==> config.mk <==
export PLATFORM = sky130hd
export DESIGN_NAME = hsf_ctrl
export DESIGN_NICKNAME = d
export VERILOG_FILES = /design/src/rtl/hsf_pkg.sv /design/src/rtl/hsf_ctrl.sv
export SDC_FILE = /design/constraint.sdc
export NUM_CORES = 1
export LEC_CHECK = 0
export BUFFER_PORTS_ARGS = -buffer_cell sky130_fd_sc_hd__buf_2
export CAP_MARGIN = 10
export CELL_PAD_IN_SITES_DETAIL_PLACEMENT = 1
export CELL_PAD_IN_SITES_GLOBAL_PLACEMENT = 1
export CORE_UTILIZATION = 37
export DETAILED_ROUTE_END_ITERATION = 8
export PLACE_DENSITY_LB_ADDON = 0.15
export SETUP_SLACK_MARGIN = 0.1
export SYNTH_ARGS = -nofsm -noshare
export SYNTH_HDL_FRONTEND = slang
export SYNTH_SLANG_ARGS = --single-unit
==> constraint.sdc <==
create_clock -name clk -period 1.4 [get_ports clk]
set_input_delay 0.14 -clock clk [delete_from_list [all_inputs] [get_ports clk]]
set_output_delay 0.14 -clock clk [all_outputs]
set_load 0.01 [all_outputs]
==> src/rtl/hsf_pkg.sv <==
// Shared types and constants of the hot swap friendly control block
package hsf_pkg;

  // ----------------------------------------------------------------
  // Pin sampling
  // ----------------------------------------------------------------
  localparam int unsigned HSF_NPINS     = 4;
  localparam int unsigned HSF_PIN_RST   = 0;
  localparam int unsigned HSF_PIN_HLTHY = 1;
  localparam int unsigned HSF_PIN_LRST  = 2;
  localparam int unsigned HSF_PIN_LATCH = 3;
  // Synchroniser reset values: resets asserted, unhealthy, latch open
  localparam logic [HSF_NPINS-1:0] HSF_PIN_RST_VAL = 4'h2;

  // ----------------------------------------------------------------
  // Levels
  // ----------------------------------------------------------------
  localparam logic HSF_LATCH_CLOSED = 1'b1;
  localparam logic HSF_LED_LIT      = 1'b0;
  localparam logic HSF_ENUM_ACT     = 1'b0;
  localparam logic HSF_LRST_ACT     = 1'b0;
  localparam logic HSF_HEALTHY_BAD  = 1'b1;

  // ----------------------------------------------------------------
  // Reset values of control and status bits
  // ----------------------------------------------------------------
  localparam logic HSF_FLAG_RST     = 1'b0;
  localparam logic HSF_MASK_RST     = 1'b0;
  localparam logic HSF_HOLD_RST     = 1'b0;
  localparam logic HSF_BURST_RST    = 1'b1;

  // ----------------------------------------------------------------
  // Types
  // ----------------------------------------------------------------
  typedef enum logic [2:0] {
    HSF_S_RESET,
    HSF_S_LOAD,
    HSF_S_HOLD,
    HSF_S_LATCH,
    HSF_S_RUN,
    HSF_S_EJECT
  } hsf_state_t;

  // Host software writes, one-cycle strobes with data
  typedef struct packed {
    logic ins_wr;
    logic ext_wr;
    logic mask_wr;
    logic mask_val;
    logic led_wr;
    logic led_val;
  } hsf_host_wr_t;

  // Local processor-bus host writes
  typedef struct packed {
    logic hold_off_clr;
    logic soft_rst_wr;
    logic soft_rst_val;
  } hsf_local_wr_t;

  // Status seen by both hosts
  typedef struct packed {
    logic insertion_flag;
    logic extraction_flag;
    logic led_on_bit;
    logic enum_mask_bit;
    logic pci_hold_off;
    logic soft_local_reset_bit;
    logic burst_option;
  } hsf_status_t;

endpackage

==> src/rtl/hsf_ctrl.sv <==
// Hot swap friendly control: LED, latch, resets, insertion/extraction
`timescale 1ns/100ps
`default_nettype none

// Function
// LED pin driven low while unhealthy or while software LED bit set
// LED dark means pin released, never driven high
// Latch input low means open, high means closed
// Internal reset while PCI reset asserted or healthy input high
// While unhealthy stay in reset, release all outputs except LED
// Healthy and PCI reset low drive local reset out; unhealthy releases it
// Sample option pins on healthy fall, PCI reset rise, local reset rise
// On leaving reset load from EEPROM when loading is enabled
// After load set insertion flag, assert ENUM#, accept config cycles
// Hold-off option withholds ENUM# and retries config cycles
// Local host clears hold-off; then insertion, ENUM#, accept config
// Host write to insertion or mask bit releases ENUM#; clears insertion
// Latch falling edge sets extraction flag and asserts ENUM#
// Host writes extraction bit; device clears it and releases ENUM#
// Host quiesces card before setting LED bit to allow removal
// Latch reclosed without reset resumes insertion, no EEPROM reload
// Mask bit set suppresses ENUM# but status flags still set
// Soft reset bit asserts local reset out until cleared or reset
module hsf_ctrl
  import hsf_pkg::*;
(
  // Clock and power-on reset
  input  wire logic          clk,
  input  wire logic          reset_n,
  // Backplane and local pins
  input  wire logic          pci_rst_n,
  input  wire logic          board_healthy_n,
  input  wire logic          local_reset_in_n,
  input  wire logic          latch_switch_in,
  input  wire logic          pci_hold_off_pin,
  input  wire logic          burst_option_pin,
  // Open-drain LED
  output logic               eject_led_out,
  output logic               eject_led_oe,
  // Open-drain ENUM#
  output logic               enum_out_n,
  output logic               enum_oe,
  // Local-bus reset output
  output logic               local_reset_out_n,
  output logic               local_reset_oe,
  // EEPROM loader
  input  wire logic          eeprom_load_en,
  output logic               eeprom_start,
  input  wire logic          eeprom_done,
  // Register writes from both hosts
  input  wire hsf_pkg::hsf_host_wr_t  host_wr,
  input  wire hsf_pkg::hsf_local_wr_t local_wr,
  // Status and configuration cycle control
  output hsf_pkg::hsf_status_t status,
  output logic               cfg_accept,
  output logic               cfg_retry,
  output logic               outputs_hiz
);
  import hsf_pkg::*;

  // ----------------------------------------------------------------
  // Pin synchronisers and edge detection
  // ----------------------------------------------------------------
  logic [HSF_NPINS-1:0] meta_q;
  logic [HSF_NPINS-1:0] sync_q;
  logic [HSF_NPINS-1:0] last_q;
  logic [HSF_NPINS-1:0] pins;
  assign pins = {latch_switch_in, local_reset_in_n,
                 board_healthy_n, pci_rst_n};

  always_ff @(posedge clk or negedge reset_n) begin
    if (!reset_n) begin
      meta_q <= HSF_PIN_RST_VAL;
      sync_q <= HSF_PIN_RST_VAL;
      last_q <= HSF_PIN_RST_VAL;
    end else begin
      meta_q <= pins;
      sync_q <= meta_q;
      last_q <= sync_q;
    end
  end
  logic rst_act;
  logic unhealthy;
  logic lrst_act;
  logic latch_closed;
  logic int_rst;
  logic latch_fall;
  logic latch_rise;
  logic opt_sample;
  assign rst_act      = !sync_q[HSF_PIN_RST];
  assign unhealthy    = sync_q[HSF_PIN_HLTHY] == HSF_HEALTHY_BAD;
  assign lrst_act     = !sync_q[HSF_PIN_LRST];
  assign latch_closed = sync_q[HSF_PIN_LATCH] == HSF_LATCH_CLOSED;
  assign int_rst      = rst_act || unhealthy;
  assign latch_fall   = last_q[HSF_PIN_LATCH] && !sync_q[HSF_PIN_LATCH];
  assign latch_rise   = !last_q[HSF_PIN_LATCH] && sync_q[HSF_PIN_LATCH];
  assign opt_sample   = (last_q[HSF_PIN_HLTHY] && !sync_q[HSF_PIN_HLTHY])
                     || (!last_q[HSF_PIN_RST] && sync_q[HSF_PIN_RST])
                     || (!last_q[HSF_PIN_LRST] && sync_q[HSF_PIN_LRST]);

  // ----------------------------------------------------------------
  // Option pins, sampled on reset release edges
  // ----------------------------------------------------------------
  logic hold_meta_q;
  logic hold_sync_q;
  logic burst_meta_q;
  logic burst_sync_q;
  logic hold_off_q;
  logic burst_opt_q;
  always_ff @(posedge clk or negedge reset_n) begin
    if (!reset_n) begin
      hold_meta_q  <= HSF_HOLD_RST;
      hold_sync_q  <= HSF_HOLD_RST;
      burst_meta_q <= HSF_BURST_RST;
      burst_sync_q <= HSF_BURST_RST;
    end else begin
      hold_meta_q  <= pci_hold_off_pin;
      hold_sync_q  <= hold_meta_q;
      burst_meta_q <= burst_option_pin;
      burst_sync_q <= burst_meta_q;
    end
  end

  always_ff @(posedge clk or negedge reset_n) begin
    if (!reset_n) begin
      hold_off_q  <= HSF_HOLD_RST;
      burst_opt_q <= HSF_BURST_RST;
    end else if (opt_sample) begin
      hold_off_q  <= hold_sync_q;
      burst_opt_q <= burst_sync_q;
    end else if (local_wr.hold_off_clr) begin
      hold_off_q  <= HSF_HOLD_RST;
    end
  end

  // ----------------------------------------------------------------
  // Insertion and extraction sequencer
  // ----------------------------------------------------------------
  hsf_state_t state_q;
  logic       set_ins;
  logic       set_ext;
  assign set_ins = (state_q == HSF_S_LATCH && latch_closed)
                || (state_q == HSF_S_EJECT && latch_rise);
  assign set_ext = state_q == HSF_S_RUN && latch_fall;

  always_ff @(posedge clk or negedge reset_n) begin
    if (!reset_n) begin
      state_q <= HSF_S_RESET;
    end else if (int_rst) begin
      state_q <= HSF_S_RESET;
    end else begin
      unique case (state_q)
        HSF_S_RESET: state_q <= eeprom_load_en ? HSF_S_LOAD : HSF_S_HOLD;
        HSF_S_LOAD:  if (eeprom_done)  state_q <= HSF_S_HOLD;
        HSF_S_HOLD:  if (!hold_off_q)  state_q <= HSF_S_LATCH;
        HSF_S_LATCH: if (latch_closed) state_q <= HSF_S_RUN;
        HSF_S_RUN:   if (latch_fall)   state_q <= HSF_S_EJECT;
        HSF_S_EJECT: if (latch_rise)   state_q <= HSF_S_RUN;
      endcase
    end
  end

  // EEPROM load start, one cycle
  always_ff @(posedge clk or negedge reset_n) begin
    if (!reset_n) begin
      eeprom_start <= 1'b0;
    end else begin
      eeprom_start <= !int_rst && state_q == HSF_S_RESET
                   && eeprom_load_en;
    end
  end

  // ----------------------------------------------------------------
  // Status flags; hardware set wins over host clear
  // ----------------------------------------------------------------
  logic ins_q;
  logic ext_q;
  logic mask_q;
  logic led_q;
  logic enum_q;
  logic accept_q;
  always_ff @(posedge clk or negedge reset_n) begin
    if (!reset_n) begin
      ins_q <= HSF_FLAG_RST;
    end else if (int_rst) begin
      ins_q <= HSF_FLAG_RST;
    end else if (set_ins) begin
      ins_q <= 1'b1;
    end else if (host_wr.ins_wr) begin
      ins_q <= 1'b0;
    end
  end
  always_ff @(posedge clk or negedge reset_n) begin
    if (!reset_n) begin
      ext_q <= HSF_FLAG_RST;
    end else if (int_rst) begin
      ext_q <= HSF_FLAG_RST;
    end else if (set_ext) begin
      ext_q <= 1'b1;
    end else if (host_wr.ext_wr) begin
      ext_q <= 1'b0;
    end
  end
  always_ff @(posedge clk or negedge reset_n) begin
    if (!reset_n) begin
      mask_q <= HSF_MASK_RST;
      led_q  <= HSF_FLAG_RST;
    end else if (int_rst) begin
      mask_q <= HSF_MASK_RST;
      led_q  <= HSF_FLAG_RST;
    end else begin
      mask_q <= host_wr.mask_wr ? host_wr.mask_val : mask_q;
      led_q  <= host_wr.led_wr ? host_wr.led_val : led_q;
    end
  end

  // ENUM# request: masked events still set flags
  always_ff @(posedge clk or negedge reset_n) begin
    if (!reset_n) begin
      enum_q <= 1'b0;
    end else if (int_rst) begin
      enum_q <= 1'b0;
    end else if ((set_ins || set_ext) && !mask_q) begin
      enum_q <= 1'b1;
    end else if (host_wr.ins_wr || host_wr.mask_wr || host_wr.ext_wr) begin
      enum_q <= 1'b0;
    end
  end
  // Config cycles accepted once insertion completes
  always_ff @(posedge clk or negedge reset_n) begin
    if (!reset_n) begin
      accept_q <= 1'b0;
    end else if (int_rst) begin
      accept_q <= 1'b0;
    end else if (set_ins) begin
      accept_q <= 1'b1;
    end
  end

  // ----------------------------------------------------------------
  // Soft local reset bit
  // ----------------------------------------------------------------
  logic soft_rst_q;
  always_ff @(posedge clk or negedge reset_n) begin
    if (!reset_n) begin
      soft_rst_q <= HSF_FLAG_RST;
    end else if (rst_act || lrst_act) begin
      soft_rst_q <= HSF_FLAG_RST;
    end else if (local_wr.soft_rst_wr) begin
      soft_rst_q <= local_wr.soft_rst_val;
    end
  end

  // ----------------------------------------------------------------
  // Pin drivers and status
  // ----------------------------------------------------------------
  logic lrst_drive_q;
  logic hiz_q;
  always_ff @(posedge clk or negedge reset_n) begin
    if (!reset_n) begin
      eject_led_oe <= 1'b1;
      enum_oe      <= 1'b0;
      lrst_drive_q <= 1'b0;
      hiz_q        <= 1'b1;
      cfg_accept   <= 1'b0;
      cfg_retry    <= 1'b0;
    end else begin
      eject_led_oe <= unhealthy || led_q;
      enum_oe      <= enum_q && !int_rst;
      lrst_drive_q <= !unhealthy && (rst_act || soft_rst_q);
      hiz_q        <= unhealthy;
      cfg_accept   <= accept_q && !int_rst;
      cfg_retry    <= !int_rst && !accept_q && hold_off_q;
    end
  end

  assign eject_led_out     = HSF_LED_LIT;
  assign enum_out_n        = HSF_ENUM_ACT;
  assign local_reset_out_n = HSF_LRST_ACT;
  assign local_reset_oe    = lrst_drive_q;
  assign outputs_hiz       = hiz_q;
  always_ff @(posedge clk or negedge reset_n) begin
    if (!reset_n) begin
      status <= '0;
    end else begin
      status <= {ins_q, ext_q, led_q, mask_q, hold_off_q, soft_rst_q,
                 burst_opt_q};
    end
  end

endmodule

`default_nettype wire

== Yosys cells after proc, flatten, opt, wreduce, memory -nomap -nowiden ==
Index checks and enable logic that the tools add are counted.
W data, S select, Z words.

* Register bits after elaboration: 42
* Input port bits: 19
* Output and inout bits: 17
* Logic and storage cells: 114

* Eq/ne operators: 10
* Muxes and demuxes: 27
* Reduce and logical (&&, ||, !) cells: 46

{| class="wikitable"
|+ Operators with widths
! kind !! count
|-
| $mux W1 || 19
|-
| $mux W3 || 6
|-
| $pmux W3 S6 || 1
|-
| $logic_and A1 B1 Y1 || 16
|-
| $ne A3 B3 Y1 const B || 5
|-
| $logic_not A1 Y1 || 10
|-
| $logic_or A1 B1 Y1 || 10
|-
| $reduce_bool A2 Y1 || 5
|-
| $reduce_bool A3 Y1 || 3
|-
| $eq A3 B2 Y1 const B || 2
|-
| $eq A3 B3 Y1 const B || 2
|-
| $reduce_and A5 Y1 || 1
|-
| $eq A3 B1 Y1 const B || 1
|-
| $logic_not A3 Y1 || 1
|-
| $mux W2 || 1
|}

== Logic depth before layout (Yosys ltp) ==
Gate-level depths: netlist of the first run.

* Word-level depth: 8
* Mapped depth: 5
* Depth with buffers taken out: 4

== Least setup slack after synthesis of the first run ==
OpenSTA, ideal clock, no wires.

* Path kind: reg-to-reg
* From: reg sync_q[1]
* To: reg burst_opt_q
* Library setup time: 0.085 ns
* Arrival: 1.322 ns
* Required time: 1.315 ns
* Path slack: -0.007 ns
* Cell stages (with the launch flop): 4
* Path buffers: 0
* Clock period less this slack: 1.407 ns
* Path through: dfstp_2 > inv_1 > a222oi_1 > mux2_1

* Longest elaborated chain between the ends: 4

{| class="wikitable"
|+ RTL lines
! element !! RTL line !! RTL
|-
| from (decl) || hsf_ctrl.sv:65 || <nowiki>logic [HSF_NPINS-1:0] sync_q;</nowiki>
|-
| from (signal assigned) || hsf_ctrl.sv:78 || <nowiki>sync_q <= meta_q;</nowiki>
|-
| $logic_not A1 Y1 || hsf_ctrl.sv:97 || <nowiki>assign opt_sample = (last_q[HSF_PIN_HLTHY] && !sync_q[HSF_PIN_HLTHY])</nowiki>
|-
| $logic_and A1 B1 Y1 || hsf_ctrl.sv:97 ||
|-
| $logic_or A1 B1 Y1 || hsf_ctrl.sv:98 || <nowiki>|| (!last_q[HSF_PIN_RST] && sync_q[HSF_PIN_RST])</nowiki>
|-
| $logic_or A1 B1 Y1 || hsf_ctrl.sv:99 || <nowiki>|| (!last_q[HSF_PIN_LRST] && sync_q[HSF_PIN_LRST]);</nowiki>
|-
| to (signal assigned) || hsf_ctrl.sv:130 || <nowiki>burst_opt_q <= burst_sync_q;</nowiki>
|-
| to (decl) || hsf_ctrl.sv:109 || <nowiki>logic burst_opt_q;</nowiki>
|}

No other way between the ends.
A chain may end at the register's enable or synchronous reset.

== Worst setup path after layout of the first run ==
Ends and elaborated chain as after synthesis.

==> metrics.txt, run 1 <==
# IOs 36; CTS root buf clkbuf_8; Pint ~1.7 mW; Hold EP mask_q$_DFFE_PN0P_; leak pwr 0.981 nW; Required @ worst endpoint between 1.5 and 2 ns; Hold Fails Final Rpt 0; Pins Over Slew Limit 0; Logic pwr share around 9.1%; initial core utilization between 30% and 40%; H-tree levels 2; Area contributors post-synth dfrtp_1 (57%), dfstp_2 (12%), mux2i_1 (3.4%); footprint of the multi-input gates about 420 um2; initial antenna violation count 0; antenna fix cells 0; post-synthesis sequential area ratio 69.7%; die area 0.00427 mm2; Worst setup EP type flop; Synth Warn # 0; remaining antenna violation count 0; fmax between 0.7 and 0.8 GHz; R2R Setup Slk -0.005 ns; average wire per cell in the routed design roughly 14 um; post-route minimum period 1.41 ns; post-synthesis mux area share around 4.1%; GP Congestion 0.827; Final #Nets 184; register area 0.00104 mm2; Yosys cell types 35; Clock Path Buffers 2; worst skew pair latency around 0.28 ns; syn avg cell area 13.5 um2; Max-Cap Viols 0; Final Skew between 0.009 and 0.01 ns; Row Count 22; GRT Residual Overflow 0; Synth Area in Adders 0%; Yosys reg bits 41; largest net degree at the start of global routing 22; ys flop type dfrtp_1; r2r worst-path depth 3; first-pass GRT wire length between 4 and 5 mm; RSZ-0062 raised after global routing yes; Worst Setup Start Kind flop; Buffers on Ports 32; Die W 65.3 um; Total GRT Usage 15.1%; post-synthesis compound-gate area fraction slightly below 9%; largest family of logic cells by synthesized area simple AND/OR/NAND/NOR gates; XOR/XNOR Fraction of Synth Area 0%; reg2reg start sync_q[1]$_DFF_PN1_; placed cell count 195; fill count between 400 and 500; Post-Syn Area 0.00148 mm2; CP max-delay cell dfstp_2; placed instance area ~0.0017 mm2; dpl hpwl 2.01 mm; clk sinks slightly above 40; Reg clk slew, reported paths about 0.070 ns; vias 973; utilization after layout a little over half; Cells after Synth 110; vias in the first global route 1046; asr flop ratio synth between 90% and 100%; setup ws final -0.00529 ns; Critical Path Fanout Max 2; Final Cycle Share 100%; drt pass-1 iters 4; Clk pwr share about a third; post-synthesis simple-gate area fraction a little under an eighth; critical path cell sequence inv_2 -> a222oi_1 -> mux2_1; overall routed net length 2.90 mm; Synth top area share between 50% and 60%; share of cells above drive strength 1 approximately 45%; CTS tree built; endpoints failing setup 1; worst hold start host_wr[2]; Critical Path AT between 1.5 and 2 ns; Area growth syn-to-layout 34.1%; Max VDD drop slightly below 700 uV; violations in the final reports setup timing; Die Y about 65 um; initial DRC count 42; CTS Buf Count 5; Setup CP Type reg2reg; Post-synth EDFFs 0; PD cells 1140 mW/mm2; status finished, violations left; Psw roughly 0.52 mW; leading area contributor after synthesis dfrtp_1; Flop pwr share approximately 56%; Reg-to-Reg End burst_opt_q$_DFFE_PN1P_; WHS Path Cells 3; Core Box Area 0.00374 mm2; post-route non-filler standard cell count about 210; total power roughly 2.3 mW; cell area after layout about 0.002 mm2; Min-Delay Path Class in2reg; DR vias/cell 4.55; Sw Ratio 23.0%; Remaining DRCs 0; slowest stage delay, CP ~0.54 ns
critical path, delay by kind of cell (launching register included):
family | cells | cell delay (ns)
flip-flops | 1 | 0.54
AO/OA/AOI/OAI | 1 | 0.40
multiplexers | 1 | 0.36
buffers and inverters | 1 | 0.03
layer usage:
metal | vias to the layer above | share of wire (%) | global-route usage (%)
li1 | 470 | - | -
met1 | 478 | 46 | 19.0
met2 | 23 | 50 | 24.6
met3 | 2 | 3.6 | 3.65
met4 | 0 | 0.72 | 6.52
met5 | - | 0 | 0
flip-flops by register name, summed over array words and instances (netlist names), 3 cells and up:
name and count:
sync_q 4, last_q 4, meta_q 4, status 7
state_q 3
how the worst max path moves through the flow:
stage | startpoint | to | slack [ns] | depth (start not counted)
6_report | sync_q[1]$_DFF_PN1_ | burst_opt_q$_DFFE_PN1P_ | -0.005 | 3
5_1_grt | sync_q[1]$_DFF_PN1_ | hold_off_q$_DFFE_PN0P_ | -0.09 | 5
4_1_cts | sync_q[1]$_DFF_PN1_ | burst_opt_q$_DFFE_PN1P_ | -0.03 | 3
3_5_place_dp | sync_q[1]$_DFF_PN1_ | burst_opt_q$_DFFE_PN1P_ | -0.004 | 3
3_3_place_gp | sync_q[1]$_DFF_PN1_ | burst_opt_q$_DFFE_PN1P_ | 0.03 | 3
2_1_floorplan | sync_q[1]$_DFF_PN1_ | burst_opt_q$_DFFE_PN1P_ | -0.007 | 3
cell usage after synthesis (all sizes together) (2+ instances only):
| cell | number |
|---|---|
| dfstp | 7 |
| nor2 | 5 |
| nor2b | 2 |
| buf | 6 |
| nand2 | 4 |
| dfrtp | 34 |
| a21oi | 8 |
| nand2b | 5 |
| o21ai | 2 |
| and3 | 2 |
| inv | 8 |
| mux2i | 5 |
through the flow:
| step | setup TNS (ns) | hold slack (ns) | setup slack, ns |
|---|---|---|---|
| global placement | 0 | 0.0965 | 0.0308 |
| global route | -0.228 | 0.123 | -0.0904 |
| finish | -0.00529 | 0.111 | -0.00529 |
| floorplan | -0.00666 | -0.156 | -0.00666 |
| CTS | -0.0462 | 0.105 | -0.0258 |
| detailed placement | -0.00439 | 0.103 | -0.00439 |
what timing repair did:
| item | 4_1_cts | 5_1_grt |
|---|---|---|
| hold endpoints to repair | 18 | 0 |
| endpoints found under the setup margin | 4 | 7 |
| hold buffers | 7 | 0 |
| pin swaps | 1 | 4 |
| gates resized for setup | 7 | 8 |
| buffers inserted | 3 | 1 |
power by group through the flow:
| stage | Sequential [mW] | Clock, mW | Combinational [mW] |
|---|---|---|---|
| 2_1_floorplan | 1.30 | 0 | 0.0798 |
| 3_3_place_gp | 1.30 | 0 | 0.167 |
| 3_5_place_dp | 1.30 | 0 | 0.173 |
| 4_1_cts | 1.28 | 0.819 | 0.205 |
| 5_1_grt | 1.28 | 0.870 | 0.229 |
| 6_report | 1.28 | 0.786 | 0.207 |
cell type report:
type,count,area share (%)
sequential,41,52.1
multi-input combinational,56,21.3
timing repair buffer,53,17.2
clock buffer,6,4.15
tap,48,3.02
inverter,8,1.51
clock inverter,2,0.691
cell families after synthesis:
kind of cell	after synthesis
other	1
flip-flops	41
AND/OR/NAND/NOR	29
AO/OA/AOI/OAI	18
multiplexers	6
buffers and inverters	15
cell usage in the layout, fill, tap and decap left out, types with 3 or more instances in the layout:
cell	n
conb_1	3
buf_4	12
clkbuf_8	6
dfrtp_1	32
buf_2	32
nand2b_1	3
mux2i_1	5
nand2_1	4
a21oi_1	6
nor2_1	5
inv_1	7
dlygate4sd3_1	7
dfstp_2	7
Note: power is estimated with default switching activity, not from simulation.
==> inputs of run 2 (changes only) <==
--- a/config.mk
+++ b/config.mk
@@ -7,12 +7,11 @@
 export LEC_CHECK = 0
 export BUFFER_PORTS_ARGS = -buffer_cell sky130_fd_sc_hd__buf_2
 export CAP_MARGIN = 10
-export CELL_PAD_IN_SITES_DETAIL_PLACEMENT = 1
-export CELL_PAD_IN_SITES_GLOBAL_PLACEMENT = 1
-export CORE_UTILIZATION = 37
+export CORE_UTILIZATION = 46
 export DETAILED_ROUTE_END_ITERATION = 8
 export PLACE_DENSITY_LB_ADDON = 0.15
 export SETUP_SLACK_MARGIN = 0.1
+export SKIP_LAST_GASP = 1
 export SYNTH_ARGS = -nofsm -noshare
 export SYNTH_HDL_FRONTEND = slang
 export SYNTH_SLANG_ARGS = --single-unit
==> run 2 against run 1 <==
Sequential cell count stayed put. Worst hold slack worse by 0.071 ns. Worst setup slack worse by 0.0030 ns. Sequential power hardly changed. Power is 2.1% lower. The run still ends with setup timing left. Largest power group unchanged. Critical path depth stayed put. Cell area is 1.9% lower. Fmax is 0.21% lower. Routed wire length is 5.8% lower. First-iteration DRC count is 48% lower.
==> metrics.txt, run 2 (synthesized netlist as in run 1, its figures left out) <==
Buffers on Ports 32 (unchanged); setup ws final -0.00831 ns (-0.00302 ns); Pins Over Slew Limit 0 (unchanged); most frequent cells in the layout dfrtp_1 (32), buf_2 (32), buf_4 (12); initial antenna violation count 0 (unchanged); endpoints failing setup 1 (unchanged); leak pwr 0.963 nW (-1.9%); CTS tree built; critical path cell sequence inv_2 -> a222oi_1 -> mux2_1; Worst Setup Start Kind flop; Reg clk slew, reported paths 0.12 ns (+0.05 ns); Worst setup EP type flop; Die Y 58.8 um (-10%); post-route minimum period 1.41 ns (+0.00302 ns); Remaining DRCs 0 (unchanged); GP Congestion 0.719 (-13%); reg2reg start sync_q[1]$_DFF_PN1_; DR vias/cell 4.69 (+3.2%); RSZ-0062 raised after global routing yes; Reg-to-Reg End burst_opt_q$_DFFE_PN1P_; fmax 0.710 GHz (-0.21%); GRT Residual Overflow 0 (unchanged); Critical Path AT 1.69 ns (+0.08 ns); average wire per cell in the routed design 13.1 um (-3.5%); Largest Register status; initial DRC count 22 (-48%); Clk pwr share 33.4% (-1.2 points); WHS Path Cells 3 (unchanged); Final Cycle Share 101% (+0.22 points); Min-Delay Path Class in2reg; dpl hpwl 1.75 mm (-13%); Setup Slack @ Placement -0.00165 ns (+0.00274 ns); Clock Path Buffers 2 (unchanged); worst skew pair latency 0.35 ns (+0.07 ns); Max-slew headroom approximately 59%; Max-Cap Viols 0 (unchanged); drt pass-1 iters 4 (unchanged); PD cells 1140 mW/mm2 (-0.11%); utilization after layout 63.9% (+11 points); Required @ worst endpoint 1.68 ns (+0.07 ns); worst hold start host_wr[2]; initial core utilization 48.6% (+9.0 points); clk sinks 41 (unchanged); CTS Buf Count 5 (unchanged); antenna fix cells 0 (unchanged); r2r worst-path depth 3 (unchanged); H-tree levels 2 (unchanged); Total GRT Usage 18.6% (+3.5 points); Sw Ratio 22.5% (-0.46 points); CTS root buf clkbuf_4; die area 0.00346 mm2 (-19%); share of cells above drive strength 1 43.0% (-2.2 points); CP max-delay cell dfstp_2; Die W 58.8 um (-10%); Final Skew 0.0113 ns (+0.00159 ns); R2R Setup Slk -0.008 ns (about the same); first-pass GRT wire length 4.41 mm (-7.0%); Psw 0.501 mW (-4.0%); placed instance area 0.00171 mm2 (-1.2%); vias 981 (+0.82%); Core Box Area 0.00305 mm2 (-18%); slowest stage delay, CP 0.55 ns (about the same); Tightest Pin Transition approximately 0.62 ns; post-route non-filler standard cell count 209 (-2.3%); Logic pwr share 9.1% (about the same); Flop pwr share 57.4% (+1.2 points); vias in the first global route 954 (-8.8%); largest net degree at the start of global routing 30 (+36%); Row Count 20 (-9.1%); Pint 1.72 mW (-1.5%); Buffers & Inverters on Critical Path 1 (unchanged); Hold EP mask_q$_DFFE_PN0P_; overall routed net length 2.73 mm (-5.8%); Hold Fails Final Rpt 0 (unchanged); kind of cell adding the most delay to the critical path flip-flops; Max VDD drop 621 uV (-11%); placed cell count 189 (-3.1%); Setup CP Type reg2reg; remaining antenna violation count 0 (unchanged); number of flip-flops in the largest register 7 (unchanged); status finished, violations left; violations in the final reports setup timing; Critical Path Fanout Max 2 (unchanged); # IOs 36 (unchanged); Final #Nets 183 (-0.54%); Area growth syn-to-layout 31.5%; cell area after layout 0.00195 mm2 (-1.9%)
==> run 2: worst max path at each step <==
stage | from | cells past startpoint | slack [ns] | endpoint
3_5_place_dp | sync_q[1]$_DFF_PN1_ | 3 | -0.002 | burst_opt_q$_DFFE_PN1P_
5_1_grt | sync_q[1]$_DFF_PN1_ | 3 | -0.09 | burst_opt_q$_DFFE_PN1P_
6_report | sync_q[1]$_DFF_PN1_ | 3 | -0.008 | burst_opt_q$_DFFE_PN1P_
4_1_cts | sync_q[1]$_DFF_PN1_ | 3 | -0.03 | burst_opt_q$_DFFE_PN1P_
2_1_floorplan | sync_q[1]$_DFF_PN1_ | 3 | -0.007 | burst_opt_q$_DFFE_PN1P_
3_3_place_gp | sync_q[1]$_DFF_PN1_ | 3 | 0.04 | burst_opt_q$_DFFE_PN1P_
==> run 2: cell type report <==
class / count / area [um2]
Timing Repair Buffer: 52 / 332
Sequential cell: 41 / 1040
Multi-Input combinational cell: 56 / 422
Fill cell: 270 / 1100
Clock buffer: 6 / 41.3
Inverter: 8 / 30.0
Tap cell: 44 / 55.1
Clock inverter: 2 / 35.0
==> run 2: per-stage QoR <==
step	hold WS (ns)	total power, mW	setup TNS [ns]
CTS	0.0303	2.24	-0.0265
detailed placement	0.188	1.46	-0.00165
global placement	0.172	1.46	0
floorplan	-0.156	1.38	-0.00666
finish	0.0397	2.22	-0.00831
global route	0.0245	2.32	-0.284
==> run 2: power groups by stage <==
stage | registers, mW | logic (mW) | clock network, mW
floorplan | 1.30 | 0.0798 | 0
global placement | 1.30 | 0.163 | 0
detailed placement | 1.30 | 0.168 | 0
CTS | 1.28 | 0.200 | 0.766
global route | 1.28 | 0.225 | 0.811
finish | 1.28 | 0.203 | 0.743
==> run 2: routing by layer <==
metal	share of wire [%]	routed length, um	vias up	track usage (%)
met1	44	1210	472	22.2
met4	0.69	19	0	8.16
met2	50	1360	30	29.4
li1	-	-	477	-
met5	0	0	-	0
met3	5.3	144	2	7.91
==> run 2: tightest hold or removal path, cell delays in order <==
cell and delay [ns]:
buf_2 0.08, mux2i_1 0.06, nor2_1 0.08
==> run 2: repair_timing <==
item / CTS / global route
setup endpoints to repair: 5 / 7
resized for setup: 6 / 6
pin swaps: 2 / 3
setup buffers: 5 / 0
hold buffers: 7 / 0
hold endpoints to repair: 26 / 0
cloned: 0 / 0
==> inputs of run 3 (changes only) <==
--- a/config.mk
+++ b/config.mk
@@ -5,6 +5,7 @@
 export SDC_FILE = /design/constraint.sdc
 export NUM_CORES = 1
 export LEC_CHECK = 0
+export ABC_AREA = 1
 export BUFFER_PORTS_ARGS = -buffer_cell sky130_fd_sc_hd__buf_2
 export CAP_MARGIN = 10
 export CORE_UTILIZATION = 46
==> run 3 against run 2 <==
The flow now finishes without violations. Worst hold slack got worse by 0.029 ns. Sequential power barely moved. Fmax rose by 15%. First-iteration DRC count fell by 27%. Critical path depth rose by 4. Register-to-register slack improved by 0.18 ns. Cell count rose by 16%. Cell area fell by 0.58%. Synthesized area rose by 2.4%. Clock skew rose by 0.0074 ns. Count of clock-buffer cells in the layout rose by 1.
==> metrics.txt, run 3 <==
Post-synth EDFFs 0 (unchanged); asr flop ratio synth 100% (unchanged); vias in the first global route 1002 (+5.0%); first-pass GRT wire length 4.13 mm (-6.3%); initial DRC count 16 (-27%); commonest non-fill, non-tap cell in the layout buf_2; Psw 0.496 mW (-0.96%); CTS Buf Count 5 (unchanged); Max-Cap Viols 0 (unchanged); fmax 0.815 GHz (+15%); Final Skew 0.0187 ns (+0.00736 ns); Flop pwr share 56.6% (-0.8 points); # IOs 36 (unchanged); Setup TNS Final 0 ns (+0.00831 ns); post-synthesis compound-gate area fraction 4.86% (-3.8 points); Setup CP Type reg2reg; Yosys cell types 21 (-40%); post-route minimum period 1.23 ns (-0.182 ns); most common cell in the netlist dfrtp_1; number of flip-flops in the largest register 7 (unchanged); GP Congestion 0.829 (+15%); Largest Register status; Die W 59.5 um (+1.2%); initial antenna violation count 0 (unchanged); share of cells above drive strength 1 31.3% (-12 points); placed instance area 0.00174 mm2 (+1.3%); clk sinks 41 (unchanged); ys flop type dfrtp_1; post-synthesis sequential area ratio 68.1% (-1.7 points); Reg-to-Reg End state_q[0]$_DFFE_PN0P_; Die Y 59.5 um (+1.2%); post-synthesis mux area share 0.741% (-3.4 points); leak pwr 1.01 nW (+5.2%); Final Cycle Share 87.6% (-13 points); die area 0.00354 mm2 (+2.4%); Remaining DRCs 0 (unchanged); Yosys reg bits 41 (unchanged); RSZ-0062 raised after global routing no; Hold EP eeprom_start$_DFF_PN0_; Area contributors post-synth dfrtp_1 (56%), dfstp_2 (12%), nand2_1 (7.2%); Min-Delay Path Class in2reg; reg2reg start state_q[1]$_DFFE_PN0P_; Final #Nets 216 (+18%); Clk pwr share 34.8% (+1.4 points); overall routed net length 2.54 mm (-6.9%); Synth Warn # 0 (unchanged); endpoints failing setup 0 (-1); largest family of logic cells by synthesized area simple AND/OR/NAND/NOR gates; Buffers on Ports 32 (unchanged); most frequent cells in the layout buf_2 (32), dfrtp_1 (30), nand2_1 (29), inv_1 (17), nor2_1 (15); largest net degree at the start of global routing 23 (-23%); Critical Path Fanout Max 6 (+4); DR vias/cell 4.58 (-2.4%); Area growth syn-to-layout 27.7%; Reg clk slew, reported paths 0.13 ns (about the same); average wire per cell in the routed design 10.5 um (-20%); Required @ worst endpoint 1.67 ns (about the same); vias 1109 (+13%); Synth Area in Adders 0% (unchanged); Setup Slack @ Placement 0.109 ns (+0.110 ns); Logic pwr share 8.6% (-0.5 points); syn avg cell area 10.3 um2 (-23%); PD cells 1160 mW/mm2 (+2.1%); Worst setup EP type flop; CTS tree built; Synth top area share 56.0% (-1.4 points); cell area after layout 0.00194 mm2 (-0.58%); Hold Fails Final Rpt 0 (unchanged); Pins Over Slew Limit 0 (unchanged); worst skew pair latency 0.34 ns (about the same); Sw Ratio 22.0% (-0.54 points); Cells after Synth 147 (+34%); post-synthesis simple-gate area fraction 18.9% (+7.3 points); r2r worst-path depth 7 (+4); Total GRT Usage 16.6% (-2.0 points); dpl hpwl 1.71 mm (-2.5%); setup ws final 0.173 ns (+0.182 ns); Clock Path Buffers 2 (unchanged); R2R Setup Slk 0.17 ns (+0.18 ns); Pint 1.76 mW (+2.2%); Row Count 20 (unchanged); Max VDD drop 744 uV (+20%); status complete, no violations; antenna fix cells 0 (unchanged); hold_ws 0.0107 ns (-0.0290 ns); CTS root buf clkbuf_4; Critical Path AT 1.50 ns (-0.19 ns); WHS Path Cells 3 (unchanged); Commonest cells post-synth dfrtp_1 (34), nand2_1 (29), inv_1 (17); worst hold start eeprom_load_en; total setup buffers inserted after CTS 0 (-5); remaining antenna violation count 0 (unchanged); Post-Syn Area 0.00152 mm2 (+2.4%); Core Box Area 0.00310 mm2 (+1.6%); Worst Setup Start Kind flop; XOR/XNOR Fraction of Synth Area 0% (unchanged); H-tree levels 2 (unchanged); drt pass-1 iters 4 (unchanged); GRT Residual Overflow 0 (unchanged); leading area contributor after synthesis dfrtp_1; initial core utilization 49.0% (+0.39 points)
==> run 3: changes by cell type after synthesis, moves of 3 or more <==
cell and change:
a21oi_1 -4, inv_1 +9, mux2i_1 -5, nand2_1 +25
nand2b_1 -5, nand3_1 +11, nand4_1 +3, nor2_1 +11
o21ai_0 +4
==> run 3: cells by family (layout without fill, tap and decap cells) <==
| group | Yosys count | in the layout |
|---|---|---|
| AO/OA/AOI/OAI | 13 | 13 |
| buffers and inverters | 24 | 73 |
| AND/OR/NAND/NOR | 67 | 67 |
| flip-flops | 41 | 41 |
| other | 1 | 3 |
| multiplexers | 1 | 1 |
==> run 3: worst max-delay path, stage by stage (launching register included) <==
cell and delay, ns:
dfrtp_2 0.47, nor2_1 0.21, nand2_1 0.07, nor2_1 0.13, nor2_2 0.07, nand2_2 0.07
nand3_1 0.06, nand2_1 0.07
==> run 3: layer usage <==
layer | GRT usage, % | wire length, um | part of all wire [%]
met1 | 19.2 | 1130 | 44
met2 | 27.6 | 1270 | 50
met3 | 5.90 | 123 | 4.8
met4 | 7.14 | 19 | 0.75
met5 | 0 | 0 | 0
==> run 3: how the worst max path moves through the flow <==
stage                                      start                      to  cells after the start
after global routing      state_q[0]$_DFFE_PN0P_  state_q[2]$_DFFE_PN0P_                      7
final                     state_q[1]$_DFFE_PN0P_  state_q[0]$_DFFE_PN0P_                      7
after floorplan              sync_q[1]$_DFF_PN1_    accept_q$_DFFE_PN0P_                      5
after global placement       sync_q[1]$_DFF_PN1_    accept_q$_DFFE_PN0P_                      5
after CTS                 state_q[2]$_DFFE_PN0P_  state_q[2]$_DFFE_PN0P_                      7
after detailed placement     sync_q[1]$_DFF_PN1_  state_q[2]$_DFFE_PN0P_                      5
==> run 3: power by group through the flow <==
| stage | clock (mW) | sequential, mW | combinational, mW |
|---|---|---|---|
| 3_3_place_gp | 0 | 1.30 | 0.168 |
| 4_1_cts | 0.804 | 1.28 | 0.192 |
| 3_5_place_dp | 0 | 1.30 | 0.170 |
| 5_1_grt | 0.864 | 1.28 | 0.219 |
| 6_report | 0.786 | 1.28 | 0.194 |
| 2_1_floorplan | 0 | 1.30 | 0.0807 |
==> run 3: repair_timing <==
action                                  4_1_cts  5_1_grt
hold buffers                                 10        1
hold endpoints to repair                     23        1
cloned                                        0        0
resized for setup                             1        5
endpoints found under the setup margin        2        5
==> run 3: final cells by class <==
class / count / area [um2]
clock buffers: 7 / 55.1
clock inverters: 1 / 30.0
fillers: 258 / 1160
inverters: 20 / 76.3
multi-input cells: 84 / 387
flip-flops and latches: 41 / 1040
well taps: 44 / 55.1
repair buffers: 45 / 298
==> run 3: stage by stage <==
| step | total power [mW] | utilization [%] | cells |
|---|---|---|---|
| 3_3_place_gp | 1.46 | 56.0 | 223 |
| 6_report | 2.26 | 62.5 | 242 |
| 4_1_cts | 2.27 | 62.0 | 241 |
| 2_1_floorplan | 1.38 | - | 149 |
| 5_1_grt | 2.37 | 62.5 | 242 |
| 3_5_place_dp | 1.47 | 56.0 | 223 |
